## src/vram_host_pkg.sv

```systemverilog
// Constants, commands and pin bundle for the video DRAM host controller
package vram_host_pkg;

  // ----------
  // Timing
  // ----------
  localparam int CLK_PERIOD_NS = 20;
  localparam int T_PHASE_NS = 40;
  localparam int T_TURN_NS = 20;
  localparam int SYNC_CYC = 2;
  localparam int PHASE_CYC = (T_PHASE_NS + CLK_PERIOD_NS - 1) / CLK_PERIOD_NS;
  localparam int TURN_CYC = (T_TURN_NS + CLK_PERIOD_NS - 1) / CLK_PERIOD_NS;
  localparam logic [3:0] PHASE_LOAD = 4'(PHASE_CYC - 1);
  localparam logic [3:0] TURN_LOAD = 4'(TURN_CYC - 1);
  localparam logic [3:0] READ_LOAD = 4'(PHASE_CYC + SYNC_CYC - 1);

  // ----------
  // Register offsets and fields
  // ----------
  localparam logic [7:0] OFS_CTRL = 8'h00;
  localparam logic [7:0] OFS_ADDR = 8'h04;
  localparam logic [7:0] OFS_WDATA = 8'h08;
  localparam logic [7:0] OFS_MASK = 8'h0c;
  localparam logic [7:0] OFS_RDATA = 8'h10;
  localparam logic [7:0] OFS_STATUS = 8'h14;
  localparam int CTRL_GO_BIT = 0;
  localparam int CTRL_CMD_LSB = 4;
  localparam int CTRL_UPPER_BIT = 8;
  localparam int CTRL_LOWER_BIT = 9;
  localparam int CTRL_MASKED_BIT = 10;
  localparam int CTRL_KEEP_ROW_BIT = 11;
  localparam int ADDR_ROW_LSB = 0;
  localparam int ADDR_COL_LSB = 16;
  localparam int STAT_BUSY_BIT = 0;
  localparam int STAT_ROW_OPEN_BIT = 1;
  localparam int STAT_REFUSED_BIT = 2;
  localparam int STAT_MASK_ARMED_BIT = 3;
  localparam logic [15:0] MASK_RESET = 16'hffff;

  // ----------
  // Commands (software visible codes)
  // ----------
  typedef enum logic [3:0] {
    CMD_READ = 4'h0,
    CMD_WRITE_EARLY = 4'h1,
    CMD_WRITE_LATE = 4'h2,
    CMD_RMW = 4'h3,
    CMD_BLOCK = 4'h4,
    CMD_FLASH = 4'h5,
    CMD_COLOR_SET = 4'h6,
    CMD_MASK_SET = 4'h7,
    CMD_XFER_READ = 4'h8,
    CMD_XFER_WRITE = 4'h9,
    CMD_CBR_RESET = 4'ha,
    CMD_CBR_KEEP = 4'hb,
    CMD_CBR_STOP = 4'hc,
    CMD_RAS_ONLY = 4'hd
  } cmd_e;

  // ----------
  // Memory pins driven by the controller
  // ----------
  typedef struct packed {
    logic row_strobe_n;
    logic column_strobe_n;
    logic transfer_output_enable_n;
    logic upper_write_enable_n;
    logic lower_write_enable_n;
    logic special_function_select;
    logic [8:0] multiplexed_address_bus;
    logic [15:0] data_mask_bus_out;
    logic data_mask_bus_oe;
  } vram_pins_s;

  localparam vram_pins_s PINS_IDLE = '{1'b1, 1'b1, 1'b1, 1'b1, 1'b1, 1'b0,
                                       9'h000, 16'h0000, 1'b0};

endpackage

```

## src/data_sync.sv

```systemverilog
// Two flip-flop synchroniser for the data bus read back
`timescale 1ns/1ps
module data_sync #(
  parameter int WIDTH = 16
) (
  // Clock and reset
  input wire logic core_clk,
  input wire logic sys_rst,
  // Data
  input wire logic [WIDTH-1:0] din,
  output logic [WIDTH-1:0] dout
);
  logic [WIDTH-1:0] stage1;

  // First stage feeds only the second
  always_ff @(posedge core_clk or posedge sys_rst) begin
    if (sys_rst) begin
      stage1 <= '0;
      dout <= '0;
    end else begin
      stage1 <= din;
      dout <= stage1;
    end
  end
endmodule // data_sync

```

## src/vram_host.sv

```systemverilog
// Host controller that runs random port cycles on a dual port video DRAM
// Operation
// RL1: Mode chosen by levels at strobe falls
// RL2: Column strobe first gives internal refresh
// RL3: Optional reset sets boundary register ones
// RL4: Output enable low at row fall: transfer
// RL5: Read word driven while output enable low
// RL6: Special function low at row fall reading
// RL7: Page read output held until next fall
// RL8: Several column cycles within one row
// RL9: Full word latched, enabled bytes stored
// RL10: Later second enable stores other byte
// RL11: Write enables high at row fall unmasked
// RL12: Early write: enables before column strobe
// RL13: Late write: enables after, output disabled
// RL14: Modify data only after output released
// RL15: Flash write fills row with color
// RL16: Block write fills eight columns
// RL17: Data pins carry block column selects
// RL18: Column selects sampled at last fall
// RL19: Register set picks color or mask
// RL20: Mask writes only after mask selection
// RL21: Row only refresh keeps all state
// RL22: Mask write bit lanes from data pins
// RL23: Block group ignores low column bits
`timescale 1ns/1ps
module vram_host (
  // Clock and reset
  input wire logic core_clk,
  input wire logic sys_rst,
  // APB slave
  input wire logic psel,
  input wire logic penable,
  input wire logic pwrite,
  input wire logic [7:0] paddr,
  input wire logic [31:0] pwdata,
  output logic [31:0] prdata,
  output logic pready,
  output logic pslverr,
  // Memory pins
  output vram_host_pkg::vram_pins_s pins,
  input wire logic [15:0] data_mask_bus_in
);
  import vram_host_pkg::*;

  typedef enum {
    S_IDLE, S_RAS_SET, S_RAS_LOW, S_CAS_SET, S_CAS_LOW, S_OE_LOW,
    S_TURN, S_WE_LOW, S_CAS_HIGH, S_RAS_HIGH
  } state_e;

  // ----------
  // Declarations
  // ----------
  logic [15:0] data_in_sync;
  logic [31:0] ctrl, next_ctrl, addr_reg, next_addr_reg;
  logic [15:0] wdata, next_wdata, mask, next_mask;
  logic start, next_start, refused, next_refused;
  logic [31:0] next_prdata;
  logic next_pready, next_pslverr;
  state_e state, next_state;
  vram_pins_s next_pins;
  logic [3:0] cnt, next_cnt;
  logic [15:0] rdata, next_rdata;
  logic row_open, next_row_open, reopen, next_reopen;
  logic mask_armed, next_mask_armed;
  logic [8:0] open_row, next_open_row;
  cmd_e cmd;
  logic up_sel, lo_sel, masked, keep_row, is_col, legal, busy, wr, setup;
  logic [8:0] row, col;
  logic [15:0] stat;

  data_sync #(.WIDTH(16)) u_sync (
    .core_clk(core_clk),
    .sys_rst(sys_rst),
    .din(data_mask_bus_in),
    .dout(data_in_sync)
  );

  // Command field decode
  assign cmd = cmd_e'(ctrl[CTRL_CMD_LSB +: 4]);
  assign up_sel = ctrl[CTRL_UPPER_BIT];
  assign lo_sel = ctrl[CTRL_LOWER_BIT];
  assign masked = ctrl[CTRL_MASKED_BIT];
  assign keep_row = ctrl[CTRL_KEEP_ROW_BIT];
  assign row = addr_reg[ADDR_ROW_LSB +: 9];
  assign col = addr_reg[ADDR_COL_LSB +: 9];
  assign is_col = (cmd == CMD_READ) || (cmd == CMD_WRITE_EARLY) ||
                  (cmd == CMD_WRITE_LATE) || (cmd == CMD_RMW) ||
                  (cmd == CMD_BLOCK);
  assign busy = start || (state != S_IDLE);
  assign wr = psel && penable && pwrite && pready;
  assign setup = psel && !penable;
  assign stat = {12'h000, mask_armed, refused, row_open, busy};

  // ----------
  // APB register file
  // ----------
  // Next register values and read data
  always_comb begin
    next_ctrl = ctrl;
    next_addr_reg = addr_reg;
    next_wdata = wdata;
    next_mask = mask;
    next_start = 1'b0;
    next_refused = refused;
    next_pready = setup;
    next_pslverr = 1'b0;
    next_prdata = 32'h0000_0000;
    legal = pwdata[CTRL_CMD_LSB +: 4] <= CMD_RAS_ONLY;
    if (setup && !pwrite) begin
      unique case (paddr)
        OFS_CTRL: next_prdata = ctrl;
        OFS_ADDR: next_prdata = addr_reg;
        OFS_WDATA: next_prdata = {16'h0000, wdata};
        OFS_MASK: next_prdata = {16'h0000, mask};
        OFS_RDATA: next_prdata = {16'h0000, rdata};
        OFS_STATUS: next_prdata = {16'h0000, stat};
        default: next_pslverr = 1'b1;
      endcase
    end else if (setup) begin
      next_pslverr = !(paddr inside {OFS_CTRL, OFS_ADDR, OFS_WDATA,
                                     OFS_MASK, OFS_RDATA, OFS_STATUS});
    end
    if (wr && paddr == OFS_STATUS && pwdata[STAT_REFUSED_BIT]) begin
      next_refused = 1'b0;
    end
    if (wr && paddr == OFS_ADDR) next_addr_reg = pwdata;
    if (wr && paddr == OFS_WDATA) next_wdata = pwdata[15:0];
    if (wr && paddr == OFS_MASK) next_mask = pwdata[15:0];
    if (wr && paddr == OFS_CTRL && pwdata[CTRL_GO_BIT]) begin
      // Mask writes refused until a mask selection cycle [RL20]
      if (busy || !legal || (pwdata[CTRL_MASKED_BIT] && !mask_armed)) begin
        next_refused = 1'b1;
      end else begin
        next_ctrl = pwdata;
        next_start = 1'b1;
      end
    end
  end

  // Register the bus group
  always_ff @(posedge core_clk or posedge sys_rst) begin
    if (sys_rst) begin
      ctrl <= 32'h0000_0000;
      addr_reg <= 32'h0000_0000;
      wdata <= 16'h0000;
      mask <= MASK_RESET;
      start <= 1'b0;
      refused <= 1'b0;
      prdata <= 32'h0000_0000;
      pready <= 1'b0;
      pslverr <= 1'b0;
    end else begin
      ctrl <= next_ctrl;
      addr_reg <= next_addr_reg;
      wdata <= next_wdata;
      mask <= next_mask;
      start <= next_start;
      refused <= next_refused;
      prdata <= next_prdata;
      pready <= next_pready;
      pslverr <= next_pslverr;
    end
  end

  // ----------
  // Strobe sequencer
  // ----------
  // Next state, pin levels and captured data
  always_comb begin
    next_state = state;
    next_pins = pins;
    next_cnt = (cnt != 4'h0) ? cnt - 4'h1 : 4'h0;
    next_rdata = rdata;
    next_row_open = row_open;
    next_reopen = reopen;
    next_open_row = open_row;
    next_mask_armed = mask_armed;
    unique case (state)
      S_IDLE: begin
        if (start) begin
          next_cnt = PHASE_LOAD;
          if (cmd == CMD_MASK_SET || cmd == CMD_CBR_RESET) begin
            next_mask_armed = 1'b1; // [RL20]
          end
          if (row_open && is_col && row == open_row) begin
            next_state = S_CAS_SET; // Page cycle on open row [RL8]
          end else if (row_open) begin
            next_reopen = 1'b1;
            next_row_open = 1'b0;
            next_pins.row_strobe_n = 1'b1;
            next_state = S_RAS_HIGH;
          end else begin
            next_state = S_RAS_SET;
          end
        end
      end
      S_RAS_SET: begin
        // Levels that the row strobe fall will sample [RL1]
        next_pins = PINS_IDLE;
        next_pins.multiplexed_address_bus = row; // Row or stop data [RL2]
        next_pins.column_strobe_n = !(cmd inside {CMD_CBR_RESET,
                                    CMD_CBR_KEEP, CMD_CBR_STOP}); // [RL2]
        next_pins.transfer_output_enable_n = !(cmd inside {CMD_XFER_READ,
                                             CMD_XFER_WRITE}); // [RL4]
        // Special function low on reads, high for split, flash, sets
        next_pins.special_function_select = cmd inside {CMD_FLASH,
          CMD_COLOR_SET, CMD_MASK_SET, CMD_CBR_KEEP, CMD_CBR_STOP} ||
          (cmd inside {CMD_XFER_READ, CMD_XFER_WRITE} && masked); // [RL6]
        // Enables high unless masked column cycle, flash, stop set or write transfer
        if (cmd inside {CMD_CBR_STOP, CMD_XFER_WRITE}) begin
          next_pins.upper_write_enable_n = 1'b0; // [RL4]
          next_pins.lower_write_enable_n = 1'b0;
        end else if (cmd == CMD_FLASH || (masked && is_col)) begin
          next_pins.upper_write_enable_n = !up_sel; // [RL11] [RL15]
          next_pins.lower_write_enable_n = !lo_sel;
        end
        if (masked && cmd != CMD_CBR_STOP) begin
          next_pins.data_mask_bus_out = mask; // Per-cycle lanes [RL22]
          next_pins.data_mask_bus_oe = 1'b1;
        end
        if (cnt == 4'h0) begin
          next_pins.row_strobe_n = 1'b0;
          next_cnt = PHASE_LOAD;
          next_state = S_RAS_LOW;
        end
      end
      S_RAS_LOW: begin
        if (cnt == 4'h0) begin
          next_pins.upper_write_enable_n = 1'b1;
          next_pins.lower_write_enable_n = 1'b1;
          next_pins.transfer_output_enable_n = 1'b1;
          next_pins.data_mask_bus_oe = 1'b0;
          next_cnt = PHASE_LOAD;
          next_open_row = row;
          if (cmd inside {CMD_CBR_RESET, CMD_CBR_KEEP, CMD_CBR_STOP,
                          CMD_RAS_ONLY, CMD_FLASH}) begin
            // No column cycle: refresh or whole-row flash [RL21] [RL15]
            next_pins = PINS_IDLE;
            next_state = S_RAS_HIGH;
          end else begin
            next_state = S_CAS_SET;
          end
        end
      end
      S_CAS_SET: begin
        next_pins.multiplexed_address_bus = col;
        // Special function at column fall picks block or color [RL19]
        next_pins.special_function_select = cmd inside {CMD_BLOCK,
                                                        CMD_COLOR_SET};
        if (cmd == CMD_BLOCK) begin
          next_pins.multiplexed_address_bus = {col[8:3], 3'h0}; // [RL23]
        end
        if (cmd inside {CMD_WRITE_EARLY, CMD_BLOCK, CMD_COLOR_SET,
                        CMD_MASK_SET}) begin
          // Data or column selects valid before the last fall [RL17]
          next_pins.data_mask_bus_out = wdata; // [RL16] [RL18]
          next_pins.data_mask_bus_oe = 1'b1;
          if (cmd inside {CMD_WRITE_EARLY, CMD_BLOCK}) begin
            next_pins.upper_write_enable_n = !up_sel; // [RL12] [RL9]
            next_pins.lower_write_enable_n = !lo_sel;
          end else begin
            next_pins.upper_write_enable_n = 1'b0;
            next_pins.lower_write_enable_n = 1'b0;
          end
        end
        if (cnt == 4'h0) begin
          next_pins.column_strobe_n = 1'b0; // Column strobe falls last
          next_cnt = PHASE_LOAD;
          next_state = S_CAS_LOW;
        end
      end
      S_CAS_LOW: begin
        if (cnt == 4'h0) begin
          if (cmd inside {CMD_READ, CMD_RMW}) begin
            next_pins.transfer_output_enable_n = 1'b0; // [RL5]
            next_cnt = READ_LOAD;
            next_state = S_OE_LOW;
          end else if (cmd == CMD_WRITE_LATE) begin
            // Output enable stays high, enables fall after column [RL13]
            next_pins.data_mask_bus_out = wdata;
            next_pins.data_mask_bus_oe = 1'b1;
            next_pins.upper_write_enable_n = !up_sel;
            next_pins.lower_write_enable_n = up_sel || !lo_sel;
            next_cnt = PHASE_LOAD;
            next_state = S_WE_LOW;
          end else begin
            next_pins.column_strobe_n = 1'b1;
            next_pins.upper_write_enable_n = 1'b1;
            next_pins.lower_write_enable_n = 1'b1;
            next_pins.data_mask_bus_oe = 1'b0;
            next_cnt = PHASE_LOAD;
            next_state = S_CAS_HIGH;
          end
        end
      end
      S_OE_LOW: begin
        if (cnt == 4'h0) begin
          // Word held by the part while enable low [RL5] [RL7]
          next_rdata = data_in_sync;
          next_pins.transfer_output_enable_n = 1'b1;
          if (cmd == CMD_RMW) begin
            next_cnt = TURN_LOAD;
            next_state = S_TURN;
          end else begin
            next_pins.column_strobe_n = 1'b1;
            next_cnt = PHASE_LOAD;
            next_state = S_CAS_HIGH;
          end
        end
      end
      S_TURN: begin
        if (cnt == 4'h0) begin
          // Drive modified data only after outputs released [RL14]
          next_pins.data_mask_bus_out = wdata;
          next_pins.data_mask_bus_oe = 1'b1;
          next_pins.upper_write_enable_n = !up_sel;
          next_pins.lower_write_enable_n = up_sel || !lo_sel;
          next_cnt = PHASE_LOAD;
          next_state = S_WE_LOW;
        end
      end
      S_WE_LOW: begin
        if (cnt == 4'h0) begin
          next_cnt = PHASE_LOAD;
          if (up_sel && lo_sel && pins.lower_write_enable_n) begin
            next_pins.lower_write_enable_n = 1'b0; // Other byte [RL10]
          end else begin
            next_pins.column_strobe_n = 1'b1;
            next_pins.upper_write_enable_n = 1'b1;
            next_pins.lower_write_enable_n = 1'b1;
            next_pins.data_mask_bus_oe = 1'b0;
            next_state = S_CAS_HIGH;
          end
        end
      end
      S_CAS_HIGH: begin
        if (cnt == 4'h0) begin
          if (keep_row && is_col) begin
            next_row_open = 1'b1; // Row stays open for page cycles [RL8]
            next_state = S_IDLE;
          end else begin
            next_row_open = 1'b0; // Closing the row ends page mode
            next_pins = PINS_IDLE;
            next_cnt = PHASE_LOAD;
            next_state = S_RAS_HIGH;
          end
        end
      end
      S_RAS_HIGH: begin
        if (cnt == 4'h0) begin
          next_pins = PINS_IDLE;
          next_cnt = PHASE_LOAD;
          next_reopen = 1'b0;
          next_state = reopen ? S_RAS_SET : S_IDLE;
        end
      end
    endcase
  end

  // Register the sequencer group
  always_ff @(posedge core_clk or posedge sys_rst) begin
    if (sys_rst) begin
      state <= S_IDLE;
      pins <= PINS_IDLE;
      cnt <= 4'h0;
      rdata <= 16'h0000;
      row_open <= 1'b0;
      reopen <= 1'b0;
      open_row <= 9'h000;
      mask_armed <= 1'b0;
    end else begin
      state <= next_state;
      pins <= next_pins;
      cnt <= next_cnt;
      rdata <= next_rdata;
      row_open <= next_row_open;
      reopen <= next_reopen;
      open_row <= next_open_row;
      mask_armed <= next_mask_armed;
    end
  end
endmodule // vram_host

```

## config.mk

```make
export PLATFORM = sky130hd
export DESIGN_NAME = vram_host
export DESIGN_NICKNAME = d
export VERILOG_FILES = /design/src/vram_host_pkg.sv /design/src/data_sync.sv /design/src/vram_host.sv
export SDC_FILE = /design/constraint.sdc
export NUM_CORES = 1
export LEC_CHECK = 0
export ABC_AREA = 0
export BUFFER_PORTS_ARGS = -buffer_cell sky130_fd_sc_hd__buf_2
export CELL_PAD_IN_SITES_DETAIL_PLACEMENT = 1
export CELL_PAD_IN_SITES_GLOBAL_PLACEMENT = 1
export CORE_MARGIN = 2
export CORE_UTILIZATION = 48
export CTS_BUF_LIST = sky130_fd_sc_hd__clkbuf_8
export DETAILED_ROUTE_END_ITERATION = 8
export GPL_ROUTABILITY_DRIVEN = 0
export PLACE_DENSITY_LB_ADDON = 0.1
export SYNTH_ARGS = -nofsm -noshare
export SYNTH_HDL_FRONTEND = slang
export SYNTH_HIERARCHICAL = 1
export SYNTH_SLANG_ARGS = --single-unit
```

## constraint.sdc

```tcl
create_clock -name core_clk -period 7.8 [get_ports core_clk]
set_clock_uncertainty 0.15 [all_clocks]
set_input_delay 0.78 -clock core_clk [delete_from_list [all_inputs] [get_ports core_clk]]
set_output_delay 0.78 -clock core_clk [all_outputs]
set_load 0.02 [all_outputs]
```

## Yosys cells after proc, flatten, opt, wreduce, memory -nomap -nowiden

Cells that the tools add are included.
Widths: inputs -> output; s select.

| storage, ports and cells | value |
|---|---|
| input port bits | 61 |
| logic and storage cells | 251 |
| output and inout port bits | 66 |
| bits in registers | 260 |

| cells by class | value |
|---|---|
| bitwise logic cells | 1 |
| reductions and logical operators | 81 |
| add/subtract/negate cells | 1 |
| eq/ne operators | 50 |
| muxes and demuxes | 90 |
| $lt $le $gt $ge | 1 |

Operators with widths:

| operator | count |
|---|---|
| $mux 32 | 17 |
| $pmux 32 s10 | 1 |
| $pmux 32 s6 | 1 |
| $eq 32x3->1 const B | 4 |
| $pmux 16 s7 | 1 |
| $mux 17 | 5 |
| $eq 32x2->1 const B | 2 |
| $eq 32x4->1 const B | 2 |
| $mux 4 | 15 |
| $pmux 10 s5 | 1 |
| $ne 2x2->1 const B | 21 |
| $reduce_and 11->1 | 3 |
| $eq 32x1->1 const B | 1 |
| $logic_not 32->1 | 1 |
| $reduce_bool 32->1 | 1 |
| $mux 1 | 29 |
| $eq 4x4->1 const B | 6 |
| $logic_and 1x1->1 | 21 |
| $mux 2 | 10 |
| $pmux 4 s5 | 1 |
| $reduce_bool 5->1 | 4 |
| $eq 4x3->1 const B | 4 |
| $eq 8x4->1 const B | 2 |
| $eq 8x5->1 const B | 2 |
| other kinds (35) | 69 |

## Logic depth before layout (Yosys ltp)

| depth | value |
|---|---|
| depth after elaboration | 10 |
| gate-level depth with buffers | 11 |
| gate-level depth less buffers | 8 |

## Modules after synthesis

Netlist, hierarchy kept.

By module, submodules not included:

| module | area each (um^2) | cells an instance | instances | seq. area each (um^2) |
|---|---|---|---|---|
| vram_host | 9496.6 | 796 | 1 | 5031.1 |
| data_sync | 804.5 | 33 | 1 | 800.8 |

## Least setup slack after synthesis

OpenSTA, ideal clock, no wires.

| path | value |
|---|---|
| kind | input to register |
| start point | in paddr[1] |
| end point | reg ctrl[10] |
| stages | 8 |
| path buffers | 3 |
| slack | 4940 ps |
| data arrival time | 2585 ps |
| required time | 7525 ps |
| path through | or4_1 nor3_2 and2_1 buf_2 and4_1 buf_2 buf_4 mux2_2 |

| between the ends | value |
|---|---|
| word-level cells in the longest chain between the ends | 4 |

RTL lines:

| item | RTL line | text |
|---|---|---|
| from (decl) | vram_host.sv:35 | `input wire logic [7:0] paddr,` |
| $logic_not 8->1 | vram_host.sv:130 | `if (wr && paddr == OFS_CTRL && pwdata[CTRL_GO_BIT]) begin` |
| $logic_and 1x1->1 (2 in a row) | vram_host.sv:130 |  |
| $reduce_and 2->1 (no line) | -- |  |
| to (signal assigned) | vram_host.sv:154 | `ctrl <= next_ctrl;` |
| to (decl) | vram_host.sv:55 | `logic [31:0] ctrl, next_ctrl, addr_reg, next_addr_reg;` |

Every way passes these cells.
A chain may end at the register's enable or synchronous reset.

## Worst setup path after layout

| path | value |
|---|---|
| start point | in paddr[1] |
| end point | reg ctrl[14] |

The elaborated chain is that of the path after synthesis.

==> out/metrics.yaml <==
status: "finished, final reports clean"
synth_area_per_cell_sq_um: 12.4
dieArea_sq_um: 22600
syn_to_final_growth_pct: 15.9
n_fill_cell: 2212
antenna_found_initial: 0
worst_r2r_endpoint: "ctrl[14]"
wl_um: 28200
cpPeakStageDelay_ns: 0.97
yosysUniqueCellTypes: 67
drtAntennaViolNets: 0
port_buffers: 126
rr_worst_depth: 6
grt_usage_pct: 25.5
die-width_um: 150
combPwrFrac_pct: 24.8
grt_pass1_wl_um: 44600
switchingPower_mw: 1.09
fin_nets: 1013
clock_latency_ns: 0.55
multiInputGateArea_sq_um: 4160
insertedDiodeCount: 0
netlist_top_cells_area: "dfrtp_1 (51%), mux2_2 (15%), dfstp_2 (5.4%)"
synth_nets: 892
yosysWarnings: 6
synth_common_cells: "dfrtp_1 (211), mux2_2 (140), nand2_1 (52)"
maxSlewViolCount: 0
grt_max_degree: 149
finalHoldViolCount: 0
reg2reg_from: "state[0]"
synth_compound_area_share_pct: 12.6
clock_path_buffers: 3
min-delay-start: "data_mask_bus_in[11]"
power.share.sequential_pct: 40.4
relSlewSlack_pct: 23.1
die_h_um: 150
synth_edf_count: 0
io_pins: 127
drive_gt1_share_pct: 38.7
wire_per_inst_um: 22.5
layout_min_cycle_time_ns: 3.95
muxShareOfSynthArea_pct: 18.1
grt_pass1_vias: 8077
seq_area_frac_synth_pct: 56.6
p_clk_share_pct: 34.8
synth.cell_area_sq_um: 10300
start_kind: "input pin"
crit_chain: "buf_2, or4_1, nor3_2, and2_1, and4_1, buf_4, mux2_2"
start_util_pct: 49.0
tritoncts: "done"
cp_max_fo: 31
hold_depth: 1
switching_share_pct: 32.8
reg2reg_slack_ns: 4.08
cts_inserted_buffers: 40
firstDrtPassIters: 5
critPathRequiredTime_ns: 8.08
clk_pin_slew_ns: 0.06
cts_setup_buffers: 0
synth_top_family_by_area: "multiplexers"
htree_levels: 2
netlist.area_leader.share_pct: 51.3
p_int_mw: 2.23
whs_endpoint: "u_sync/stage1[11]"
ir_drop_mv: 0.168
grt_setup_unrepaired: "no"
endpoint_kind: "flop"
hold_path_class: "input pin to flop"
synth_top_cell_by_area: "dfrtp_1"
row_count: 53
ys_seq_elements: 232
synthSimpleGateAreaFrac_pct: 8.25
setup_tns_ns: 0
cts_resized: 0
synthCells: 829
path_class: "input pin to flop"
arrival_ns: 4.23
ys_async_sr_fraction_pct: 100
powerDensity_nw_per_um2: 278
drc: 0
ys.flop_type: "dfrtp_1"
drtIter0Drc: 449
slowest_stage: "and2_1"
dp_hpwl_um: 18700
ctsHoldBuffers: 0
fin_crit_sh_pct: 50.6
leakagePower_nw: 5.83
clock.fmax_ghz: 0.253
setup_viol: 0
synthAdderAreaFrac_pct: 0.243
gr-total-overflow: 0
yosysMostFrequentCell: "dfrtp_1"
viasPerCell: 5.85
seq_area_sq_um: 5830
synthXorXnorAreaFrac_pct: 1.11
cts_root_buf: "clkbuf_8"
dr_total_vias: 7346
clock_sinks: 232
drv_cap: 0
worst_pin_slew_ns: 1.15
core_area_sq_um: 21000
power_mw: 3.31
-- kinds of logic after synthesis --
logic type | after synthesis
compound gates | 186
xor+xnor | 13
fa+ha+maj | 2
buf+inv | 67
flops | 232
mux | 160
simple gates | 169
-- metal layers --
layer | global-route usage [%] | part of all wire, % | up-vias
met2 | 42.9 | 50 | 199
met5 | 0 | 0 | -
met1 | 33.6 | 43 | 3825
met4 | 8.77 | 2.2 | 0
li1 | - | - | 3265
met3 | 4.45 | 4.4 | 57
-- worst max path at each step --
stage | start | to | slack, ns | cells after the start
finish | paddr[1] | ctrl[14] | 3.85 | 7
CTS | paddr[1] | ctrl[14] | 3.87 | 7
floorplan | sys_rst | addr_reg[0] | 1.45 | 1
global placement | paddr[1] | ctrl[23] | 3.35 | 7
global route | paddr[1] | ctrl[10] | 3.69 | 7
detailed placement | paddr[1] | ctrl[14] | 3.27 | 7
-- layout by cell type, fill, tap and decap left out, types with 4 or more instances in the layout --
| cell type | n |
|---|---|
| mux2i_1 | 6 |
| nand3_1 | 9 |
| a22o_1 | 28 |
| o21bai_1 | 4 |
| o21a_1 | 5 |
| buf_4 | 12 |
| nand2b_1 | 9 |
| xnor2_1 | 4 |
| dfrtp_1 | 211 |
| o21ai_0 | 27 |
| nor3_1 | 10 |
| a22oi_1 | 39 |
| a21oi_1 | 31 |
| clkbuf_8 | 50 |
| mux2_2 | 140 |
| and2_1 | 6 |
| nor2b_1 | 13 |
| nand2_1 | 52 |
| and3_1 | 5 |
| mux2_4 | 10 |
| inv_1 | 22 |
| buf_2 | 126 |
| xor2_1 | 9 |
| nor2_1 | 38 |
| o211ai_1 | 6 |
| dfstp_2 | 21 |
| a31oi_1 | 14 |
-- worst max-delay path, delay by kind of cell --
kind                   cells  cell delay (ns)
buffers and inverters      2             0.53
multiplexers               1             0.40
AND/OR/NAND/NOR            4             2.50
-- metrics by stage --
| stage | hold WS [ns] | std cells | area (sq um) | worst slack, ns | util [%] |
|---|---|---|---|---|---|
| after floorplan | 0.181 | 829 | 10300 | 1.45 | - |
| after global placement | 0.182 | 1183 | 11100 | 3.35 | 52.8 |
| after detailed placement | 0.186 | 1183 | 11100 | 3.27 | 52.8 |
| after CTS | 0.152 | 1255 | 11900 | 3.87 | 56.8 |
| after global routing | 0.158 | 1255 | 11900 | 3.69 | 56.8 |
| final | 0.178 | 1255 | 11900 | 3.85 | 56.8 |
-- power by group through the flow --
stage	sequential, mW	clock, mW	combinational, mW
floorplan	1.35	0	0.584
global placement	1.36	0	0.791
detailed placement	1.36	0	0.813
CTS	1.34	1.18	0.820
global route	1.35	1.23	0.895
finish	1.34	1.15	0.821
-- cell type report --
type,instances,share of cell area (%)
multi-input cells,530,34.8
clock buffers,50,5.77
well taps,275,2.88
inverters,8,0.314
clock inverters,22,1.32
flip-flops and latches,232,48.9
repair buffers,138,6.04
(Power assumes the default switching activity.)
